### src/cbm_pkg.sv
package cbm_pkg;

  // ----------------------------------------------------------------
  // register indices, byte address is four times the index
  // ----------------------------------------------------------------
  localparam logic [7:0] IDX_PRI  = 8'h18;
  localparam logic [7:0] IDX_SEC  = 8'h19;
  localparam logic [7:0] IDX_SUB  = 8'h1A;
  localparam logic [7:0] IDX_LAT  = 8'h1B;
  localparam logic [7:0] IDX_MB0  = 8'h1C;
  localparam logic [7:0] IDX_ML0  = 8'h20;
  localparam logic [7:0] IDX_MB1  = 8'h24;
  localparam logic [7:0] IDX_ML1  = 8'h28;
  localparam logic [7:0] IDX_BCTL = 8'h40;
  localparam logic [7:0] IDX_STAT = 8'h41;

  // ----------------------------------------------------------------
  // fields and reset values
  // ----------------------------------------------------------------
  localparam int          WIN_LSB   = 12;
  localparam int          BCTL_PF0  = 8;
  localparam int          BCTL_PF1  = 9;
  localparam int          STAT_EXP  = 0;
  localparam int          STAT_RUN  = 1;
  localparam int          STAT_CNT  = 8;
  localparam logic [7:0]  RST_BUS   = 8'h00;
  localparam logic [7:0]  RST_LAT   = 8'h00;
  localparam logic [19:0] RST_WIN   = 20'h00000;
  localparam logic [1:0]  RST_PF    = 2'h0;
  localparam logic [7:0]  LAT_REC   = 8'h20;

  // ----------------------------------------------------------------
  // types
  // ----------------------------------------------------------------
  typedef enum logic [2:0]
  {
    LT_IDLE = 3'b001,
    LT_RUN  = 3'b010,
    LT_EXP  = 3'b100
  } cbm_lat_st_t;

  typedef struct packed
  {
    logic       valid;
    logic [7:0] bus;
  } cbm_cfg_req_t;

  typedef struct packed
  {
    logic        valid;
    logic [31:0] addr;
  } cbm_mem_req_t;

  typedef struct packed
  {
    logic [7:0]       pri;
    logic [7:0]       sec;
    logic [7:0]       sub;
    logic [7:0]       lat;
    logic [1:0][19:0] mb;
    logic [1:0][19:0] ml;
    logic [1:0]       pf;
    cbm_lat_st_t      lst;
    logic [7:0]       cnt;
    logic [31:0]      prdata;
    logic             pready;
    logic             pslverr;
    logic             cfg_fwd;
    logic             cfg_type1;
    logic             cfg_local;
    logic             mem_claim;
    logic             mem_pref;
    logic             cb_up;
    logic             cb_stop;
  } cbm_state_t;

endpackage

### src/cbm_bridge_regs.sv
// Notes on behaviour
// Primary bus number is an 8-bit read/write register reset to zero.
// Secondary bus number is an 8-bit read/write register reset to zero.
// Subordinate bus number is an 8-bit read/write register reset to zero.
// Config cycles are forwarded by comparing against all three numbers.
// The 8-bit latency timer resets to zero and counts from frame start.
// After expiry the own transaction ends when the next data phase ends.
// Software should program the latency timer to at least 20h.
// Base registers 0 and 1 give each window's low address, reset zero.
// Base bits 31 to 12 are writable, giving 4 KB aligned windows.
// Base bits 11 to 0 read as zero and ignore writes.
// Windows steer PCI memory down and CardBus cycles up.
// Bridge control bits 8 and 9 mark windows 0 and 1 prefetchable.
// A window with zero base and zero limit claims nothing.
// Limit bits 31 to 12 are writable, 11 to 0 read zero, reset zero.
// Each limit register is the upper address of its window.
// An address hits from base up to limit with low bits all ones.
// The count clears at each new frame and value zero never expires.
`timescale 1ns/1ps
module cbm_bridge_regs
(
  input  wire logic                 pclk,
  input  wire logic                 presetn,
  input  wire logic                 psel,
  input  wire logic                 penable,
  input  wire logic                 pwrite,
  input  wire logic [11:0]          paddr,
  input  wire logic [31:0]          pwdata,
  input  wire logic [3:0]           pstrb,
  output logic      [31:0]          prdata,
  output logic                      pready,
  output logic                      pslverr,
  input  wire cbm_pkg::cbm_cfg_req_t cfg_req,
  output logic                      cfg_fwd_q,
  output logic                      cfg_type1_q,
  output logic                      cfg_local_q,
  input  wire cbm_pkg::cbm_mem_req_t pci_req,
  output logic                      mem_claim_q,
  output logic                      mem_pref_q,
  input  wire cbm_pkg::cbm_mem_req_t cb_req,
  output logic                      cb_up_q,
  input  wire logic                 cb_frame_start,
  input  wire logic                 cb_busy,
  input  wire logic                 cb_data_done,
  output logic                      lat_expired_q,
  output logic                      cb_stop_q
);

  // ----------------------------------------------------------------
  // state
  // ----------------------------------------------------------------
  cbm_pkg::cbm_state_t s_q;
  cbm_pkg::cbm_state_t s_d;

  logic [7:0] idx;
  logic       setup;
  logic       wr;
  logic [1:0] pci_hit;
  logic [1:0] cb_hit;

  assign idx   = paddr[9:2];
  assign setup = psel && !penable;
  assign wr    = psel && penable && pwrite && s_q.pready;

  // ----------------------------------------------------------------
  // window compare
  // ----------------------------------------------------------------
  genvar w;
  generate
    for (w = 0; w < 2; w++)
    begin : g_win
      cbm_win_match u_pci
      (
        .base  (s_q.mb[w]),
        .limit (s_q.ml[w]),
        .addr  (pci_req.addr),
        .hit   (pci_hit[w])
      );
      cbm_win_match u_cb
      (
        .base  (s_q.mb[w]),
        .limit (s_q.ml[w]),
        .addr  (cb_req.addr),
        .hit   (cb_hit[w])
      );
    end
  endgenerate

  // ----------------------------------------------------------------
  // helpers
  // ----------------------------------------------------------------
  // byte-lane merge of a window field; low twelve bits never stored
  function automatic logic [19:0] merge_win
  (
    input logic [19:0] old,
    input logic [31:0] wd,
    input logic [3:0]  st
  );
    logic [31:0] v;
    v = {old, 12'h000};
    for (int b = 1; b < 4; b++)
    begin
      if (st[b])
      begin
        v[b*8 +: 8] = wd[b*8 +: 8];
      end
    end
    return v[31:cbm_pkg::WIN_LSB];
  endfunction

  function automatic logic mapped(input logic [7:0] i);
    case (i)
      cbm_pkg::IDX_PRI, cbm_pkg::IDX_SEC, cbm_pkg::IDX_SUB,
      cbm_pkg::IDX_LAT, cbm_pkg::IDX_MB0, cbm_pkg::IDX_ML0,
      cbm_pkg::IDX_MB1, cbm_pkg::IDX_ML1, cbm_pkg::IDX_BCTL,
      cbm_pkg::IDX_STAT: return 1'b1;
      default: return 1'b0;
    endcase
  endfunction

  // ----------------------------------------------------------------
  // next state
  // ----------------------------------------------------------------
  always_comb
  begin
    logic [31:0] rd;
    logic [7:0]  cnt_n;
    rd    = 32'h0000_0000;
    cnt_n = 8'(s_q.cnt + 8'h01);
    s_d   = s_q;

    // zero-wait slave: answer is prepared in the setup cycle
    s_d.pready  = setup;
    s_d.pslverr = setup && !mapped(idx);
    case (idx)
      cbm_pkg::IDX_PRI:  rd[7:0] = s_q.pri;
      cbm_pkg::IDX_SEC:  rd[7:0] = s_q.sec;
      cbm_pkg::IDX_SUB:  rd[7:0] = s_q.sub;
      cbm_pkg::IDX_LAT:  rd[7:0] = s_q.lat;
      cbm_pkg::IDX_MB0:  rd = {s_q.mb[0], 12'h000};
      cbm_pkg::IDX_MB1:  rd = {s_q.mb[1], 12'h000};
      cbm_pkg::IDX_ML0:  rd = {s_q.ml[0], 12'h000};
      cbm_pkg::IDX_ML1:  rd = {s_q.ml[1], 12'h000};
      cbm_pkg::IDX_BCTL:
      begin
        rd[cbm_pkg::BCTL_PF0] = s_q.pf[0];
        rd[cbm_pkg::BCTL_PF1] = s_q.pf[1];
      end
      cbm_pkg::IDX_STAT:
      begin
        rd[cbm_pkg::STAT_EXP] = (s_q.lst == cbm_pkg::LT_EXP);
        rd[cbm_pkg::STAT_RUN] = (s_q.lst == cbm_pkg::LT_RUN);
        rd[cbm_pkg::STAT_CNT +: 8] = s_q.cnt;
      end
      default: rd = 32'h0000_0000;
    endcase
    s_d.prdata = setup ? rd : s_q.prdata;

    // register writes take effect at the access edge
    if (wr && pstrb[0])
    begin
      case (idx)
        cbm_pkg::IDX_PRI: s_d.pri = pwdata[7:0];
        cbm_pkg::IDX_SEC: s_d.sec = pwdata[7:0];
        cbm_pkg::IDX_SUB: s_d.sub = pwdata[7:0];
        cbm_pkg::IDX_LAT: s_d.lat = pwdata[7:0];
        default: s_d.pri = s_d.pri;
      endcase
    end
    if (wr)
    begin
      case (idx)
        cbm_pkg::IDX_MB0:
          s_d.mb[0] = merge_win(s_q.mb[0], pwdata, pstrb);
        cbm_pkg::IDX_MB1:
          s_d.mb[1] = merge_win(s_q.mb[1], pwdata, pstrb);
        cbm_pkg::IDX_ML0:
          s_d.ml[0] = merge_win(s_q.ml[0], pwdata, pstrb);
        cbm_pkg::IDX_ML1:
          s_d.ml[1] = merge_win(s_q.ml[1], pwdata, pstrb);
        cbm_pkg::IDX_BCTL:
        begin
          if (pstrb[1])
          begin
            s_d.pf[0] = pwdata[cbm_pkg::BCTL_PF0];
            s_d.pf[1] = pwdata[cbm_pkg::BCTL_PF1];
          end
        end
        default: s_d.mb = s_d.mb;
      endcase
    end

    // configuration forwarding decision, one cycle after the request
    s_d.cfg_local = cfg_req.valid && (cfg_req.bus == s_q.pri);
    s_d.cfg_fwd   = cfg_req.valid && (cfg_req.bus != s_q.pri)
                    && (cfg_req.bus >= s_q.sec)
                    && (cfg_req.bus <= s_q.sub);
    s_d.cfg_type1 = s_d.cfg_fwd && (cfg_req.bus != s_q.sec);

    // memory windows, down from PCI and up from CardBus
    s_d.mem_claim = pci_req.valid && (|pci_hit);
    s_d.mem_pref  = pci_req.valid
                    && (pci_hit[0] ? s_q.pf[0]
                                   : (pci_hit[1] && s_q.pf[1]));
    // cycles outside both windows belong to the host side
    s_d.cb_up     = cb_req.valid && !(|cb_hit);

    // latency timer; stop is a one-cycle pulse
    s_d.cb_stop = 1'b0;
    case (s_q.lst)
      cbm_pkg::LT_IDLE:
      begin
        s_d.lst = cbm_pkg::LT_IDLE;
      end
      cbm_pkg::LT_RUN:
      begin
        s_d.cnt = cnt_n;
        if (!cb_busy)
        begin
          s_d.lst = cbm_pkg::LT_IDLE;
        end
        else if ((s_q.lat != 8'h00) && (cnt_n == s_q.lat))
        begin
          s_d.lst = cbm_pkg::LT_EXP;
        end
      end
      cbm_pkg::LT_EXP:
      begin
        if (!cb_busy)
        begin
          s_d.lst = cbm_pkg::LT_IDLE;
        end
        else if (cb_data_done)
        begin
          s_d.cb_stop = 1'b1;
          s_d.lst     = cbm_pkg::LT_IDLE;
        end
      end
      default: s_d.lst = cbm_pkg::LT_IDLE;
    endcase
    // a new frame always restarts the count, whatever came before
    if (cb_frame_start)
    begin
      s_d.cnt = 8'h00;
      s_d.lst = cbm_pkg::LT_RUN;
    end
  end

  // ----------------------------------------------------------------
  // registers
  // ----------------------------------------------------------------
  always_ff @(posedge pclk or negedge presetn)
  begin
    if (!presetn)
    begin
      s_q           <= '0;
      s_q.pri       <= cbm_pkg::RST_BUS;
      s_q.sec       <= cbm_pkg::RST_BUS;
      s_q.sub       <= cbm_pkg::RST_BUS;
      s_q.lat       <= cbm_pkg::RST_LAT;
      s_q.mb        <= {cbm_pkg::RST_WIN, cbm_pkg::RST_WIN};
      s_q.ml        <= {cbm_pkg::RST_WIN, cbm_pkg::RST_WIN};
      s_q.pf        <= cbm_pkg::RST_PF;
      s_q.lst       <= cbm_pkg::LT_IDLE;
    end
    else
    begin
      s_q <= s_d;
    end
  end

  // ----------------------------------------------------------------
  // outputs
  // ----------------------------------------------------------------
  assign prdata        = s_q.prdata;
  assign pready        = s_q.pready;
  assign pslverr       = s_q.pslverr;
  assign cfg_fwd_q     = s_q.cfg_fwd;
  assign cfg_type1_q   = s_q.cfg_type1;
  assign cfg_local_q   = s_q.cfg_local;
  assign mem_claim_q   = s_q.mem_claim;
  assign mem_pref_q    = s_q.mem_pref;
  assign cb_up_q       = s_q.cb_up;
  assign lat_expired_q = (s_q.lst == cbm_pkg::LT_EXP);
  assign cb_stop_q     = s_q.cb_stop;
endmodule

### src/cbm_win_match.sv
`timescale 1ns/1ps
module cbm_win_match
(
  input  wire logic [19:0] base,
  input  wire logic [19:0] limit,
  input  wire logic [31:0] addr,
  output logic             hit
);

  logic en;

  // all-zero window stays closed, so reset does not map page zero
  assign en  = (base != cbm_pkg::RST_WIN) || (limit != cbm_pkg::RST_WIN);
  assign hit = en && (addr[31:cbm_pkg::WIN_LSB] >= base)
                  && (addr[31:cbm_pkg::WIN_LSB] <= limit);

endmodule

### config.mk
export PLATFORM = sky130hd
export DESIGN_NAME = cbm_bridge_regs
export DESIGN_NICKNAME = d
export VERILOG_FILES = /design/src/cbm_pkg.sv /design/src/cbm_bridge_regs.sv /design/src/cbm_win_match.sv
export SDC_FILE = /design/constraint.sdc
export NUM_CORES = 1
export LEC_CHECK = 0
export ABC_AREA = 0
export BUFFER_PORTS_ARGS = -buffer_cell sky130_fd_sc_hd__clkbuf_2
export CORE_ASPECT_RATIO = 0.7
export CORE_UTILIZATION = 63
export DETAILED_ROUTE_END_ITERATION = 7
export GPL_TIMING_DRIVEN = 1
export PLACE_DENSITY = 0.86
export SYNTH_ARGS = -nofsm -noshare
export SYNTH_HDL_FRONTEND = slang
export SYNTH_SLANG_ARGS = --single-unit
### constraint.sdc
create_clock -name pclk -period 6.47 [get_ports pclk]
set_input_delay 0.9705 -clock pclk [delete_from_list [all_inputs] [get_ports pclk]]
set_output_delay 0.9705 -clock pclk [all_outputs]
set_load 0.01 [all_outputs]
### Yosys cells after proc, flatten, opt, wreduce, memory -nomap -nowiden

Cells that the tools add are included.

* input port bits: 131
* register bits: 166
* RAM bits: 0
* memories kept: 0
* ROM bits: 0
* output and inout port bits: 42
* bits in latches: 0
* logic and storage cells: 131

* mux-type cells: 17
* $mul: 0
* eq/ne operators: 18
* bitwise gates (word level): 0
* shift-type cells: 0
* div/mod/pow operators: 0
* magnitude comparators: 10
* $add $sub $neg: 1
* reduce and logical (&&, ||, !) cells: 56

Operators with widths (number)
* 20-bit >= comparator: 4
* 20-bit less-or-equal comparator: 4
* 20-bit nonzero test: 4
* 16-bit case mux with 4 select lines: 1
* 8-bit by 5-bit == test with 1-bit output (second input constant): 5
* 3-bit AND reduction: 13
* 6-bit case mux with 5 select lines: 1
* 8-bit by 6-bit == test with 1-bit output (second input constant): 3
* 1-bit logical AND: 24
* 6-bit case mux with 4 select lines: 1
* 8-bit by 7-bit == test with 1-bit output (second input constant): 2
* 8-bit == test: 2
* 8-bit != test: 2
* 3-bit 2-to-1 mux: 4
* 11-bit 2-to-1 mux: 1
* 2-bit case mux with 5 select lines: 1
* 2-bit AND reduction: 5
* 10-bit OR reduction: 1
* 8-bit by 1-bit adder with 8-bit output (second input constant): 1
* 8-bit >= comparator: 1
* 8-bit less-or-equal comparator: 1
* 8-bit 2-to-1 mux: 1
* 8-bit nonzero test: 1
* 3-bit case mux with 2 select lines: 1
* 10 further kinds: 18

### Depth between registers and ports, before layout

* depth in word-level cells: 7
* gate-level depth with buffers: 9
* depth with buffers taken out: 9

### By module

From an unflattened synthesis, not the netlist that was laid out.

* cells, all modules: 1296
* area, all modules: 12499.5 um^2

By module, submodules not included
* cbm_bridge_regs: cells each 692, times used 1, area an instance 8175.3 um^2, seq. area each 4155.2 um^2
* cbm_win_match: cells each 151, times used 4, area an instance 1081.0 um^2, seq. area each 0.0 um^2

### Worst setup path after synthesis

No wires, ideal clock.

* path kind: input port to flip-flop
* start: in pci_req[21] (netlist name)
* end: reg s_q (netlist bit mem_pref_q)
* cell stages on the path: 8
* library setup time: 0.079 ns
* arrival time: 2.518 ns
* setup slack: 3.873 ns
* path buffers: 0
* data required time: 6.391 ns
* cell sequence: ha_1 a21oi_1 o21ai_0 a2111oi_0 a2111oi_0 nor2_1 a211oi_1 mux2i_1

RTL lines
* start, declared: line cbm_bridge_regs.sv:37 `input wire cbm_pkg::cbm_mem_req_t pci_req,`
* end, declared: line cbm_bridge_regs.sv:52 `cbm_pkg::cbm_state_t s_q;`

==> impl_metrics.tcl <==
set metrics [dict create \
    status "complete, no violations" \
    synth_area_sq_um 11700 \
    yosys_warnings 0 \
    dieArea_sq_um 19100 \
    leakagePower_uw 0.00668 \
    grt_max_degree 90 \
    grt_pass1_wl_um 53500 \
    htree_levels 4 \
    post-dp-hpwl_um 27200 \
    cts.path.max_buffers 2 \
    yosysTopAreaCell "dfrtp_1" \
    setup.worst_path.end_class "flop" \
    place_congestion 0.989 \
    crit_fanout 4 \
    wl_um 35000 \
    synth_area_leaders "dfrtp_1 35%, ha_1 19%, o21ai_0 4.5%" \
    synthCells 1231 \
    clock_latency_ns 0.44 \
    ctsResizeCount 0 \
    peakVddDrop_mv 0.192 \
    cts_made_buffers 17 \
    min_period_ns 3.37 \
    fin_tns_setup_ns 0 \
    drv_slew 0 \
    slowest_stage "a2111oi_0" \
    clkSlewWorstSetupHoldPaths_ns 0.07 \
    drtIter0Drc 1168 \
    die_y_um 116 \
    hold_buffers 0 \
    area_growth_pct 10.6 \
    ioPinCount 173 \
    ys_ff_latch 166 \
    ys.flop_type "dfrtp_1" \
    dr_total_vias 10400 \
    start_util 0.646 \
    hold_viol 0 \
    antenna_found_initial 1 \
    start_kind "input pin" \
    crit_required_ns 6.78 \
    maxSlewHeadroom 0.174 \
    setup_ws_ns 3.10 \
    post_cts_buffers 0 \
    firstDrtPassIters 7 \
    yosys.cell_types.count 69 \
    dieWidth_um 165 \
    cp_top_family "compound AO/OA/AOI/OAI gates" \
    synth.top_cell.area_share 0.354 \
    drc 0 \
    ys_seq_area_frac 0.356 \
    tightest_slew_ns 1.21 \
    num_antenna_cells 0 \
    cts_root_buf "clkbuf_16" \
    post-place-ws_ns 2.87 \
    grt_use_total 0.376 \
    drive_gt1_frac 0.188 \
    io_buffers 142 \
    cpMostUsedCell "a2111oi_0" \
    nets 1639 \
    crit_chain "clkbuf_2 -> ha_1 -> a21oi_1 -> o21ai_0 -> a2111oi_0 -> a2111oi_0 -> nor2_1 -> a211oi_1 -> o21a_1" \
    fin_util 0.715 \
    grt_pass1_vias 9607 \
    synth_most_common_cell "ha_1" \
    power.density_nw_per_um2 183 \
    crit_buf_inv 1 \
    cts.sinks 166 \
    row_count 41 \
    grt_overflow_total 0 \
    cts_tree "built" \
    max_clock_freq_mhz 296 \
    synth_edf_count 0 \
    synth_nets 1539 \
    wl_per_cell_um 22.2 \
    synth_area_per_cell_sq_um 9.48 \
    synthTopCellsByCount "177 x ha_1, 165 x dfrtp_1, 136 x nand2_1" \
    setup_violations 0 \
    skew_ns 0.0136 \
    fillers 1312 \
    maxCapViolations 0 \
    ant_nets 0 \
    ys_async_sr_fraction 1.00 \
    min_path_type "reg2reg" \
    arrival_ns 3.69 \
    criticalPathCategory "in2reg" \
    timing.final.crit_share 0.522 \
    coreArea_sq_um 18100 \
    dpl.cell_count 1548 \
    max_stage_delay_ns 1.08 \
    stdcell_count 1580 \
    drt-vias-per-instance 6.56 \
    rsz0062_at_grt "false" \
]
[layout make-up]
class                      instances  area, sq um  area share
multi-input combinational        887         6680       0.517
sequential                       166         4160       0.322
timing repair buffer             150          777      0.0602
clock buffer                      17          425      0.0329
inverter                         109          409      0.0317
tap                              236          295      0.0229
clock inverter                    15          174      0.0135
[tightest hold or removal path: stages (launching register included)]
cell	delay, ns
dfrtp_1	0.34
nand2_1	0.05
nand2_1	0.05
[kinds of logic after synthesis]
logic type                 Yosys count  synth area share
and+or+nand+nor                    340             0.146
AOI/OAI and AO/OA                  292             0.159
buffers and inverters              178            0.0718
adders and majority gates          177             0.190
DFF                                166             0.356
muxes                               53            0.0586
xor gates and xnor gates            25            0.0188
[cells in the final DEF (no fill, tap or decap), types with 3 or more instances in the layout]
cell type    n
a2111oi_0    4
a211oi_1    10
a21o_1      23
a21oi_1     51
a221oi_1     6
a222oi_1     4
a22o_1      16
a22oi_1     37
a31oi_1      6
and2_1       3
and3_1      11
and4_1       3
buf_4        8
clkbuf_16   17
clkbuf_2   141
dfrtp_1    165
ha_1       177
inv_1      108
inv_6        4
inv_8        6
mux2_2      43
mux4_2       8
nand2_1    136
nand2b_1     6
nand3_1     19
nand4_1     34
nor2_1      54
nor2b_1     10
nor3_1      16
nor3b_1      3
nor3b_2      3
nor4_1      25
nor4_2       3
o21a_1       5
o21ai_0    106
o31ai_1      3
xnor2_1      8
xor2_1      17
[flip-flops by register name, summed over array words and instances (netlist names)]
register     count
pslverr          1
prdata          32
cb_stop_q        1
cb_up_q          1
mem_claim_q      1
mem_pref_q       1
cfg_type1_q      1
pready           1
cfg_local_q      1
s_q            125
cfg_fwd_q        1
[power by group]
part / leakage (uW) / total [uW] / switching (uW) / internal [uW]
sequential: 0.00192 / 1060 / 10.2 / 1050
combinational: 0.00446 / 250 / 159 / 91.2
clock: 0.000293 / 1050 / 492 / 556
[stage by stage]
step	hold slack [ns]	cell area, sq um	total power, uW
after CTS	0.475	12900	2350
final	0.467	12900	2360
after global routing	0.514	12900	2430
after floorplan	0.440	11700	1200
after detailed placement	0.460	12300	1320
after global placement	0.454	12300	1310
[layer usage]
layer,routed length (um),share of wire,GRT usage,vias to the layer above
met1,14600,0.42,0.546,4941
met5,13,0.00037,0,-
li1,-,-,-,4650
met2,14800,0.42,0.541,696
met3,4950,0.14,0.120,76
met4,715,0.020,0.0948,2
[final timing paths]
path                                              from                     end  slack (ns)  cells past startpoint
worst max-delay path                       pci_req[23]   mem_claim_q$_DFF_PN0_        3.10                      9
worst min-delay path            prdata[10]$_DFFE_PN0P_  prdata[10]$_DFFE_PN0P_        0.47                      2
worst max register to register    s_q[105]$_DFFE_PN0P_   mem_claim_q$_DFF_PN0_        3.31                      9
worst min register to register  prdata[10]$_DFFE_PN0P_  prdata[10]$_DFFE_PN0P_        0.47                      2
max in group asynchronous                      presetn       pslverr$_DFF_PN0_        4.35                      2
min in group asynchronous                      presetn     s_q[91]$_DFFE_PN0P_        0.59                      1
Power figures use the tool's default switching activity.
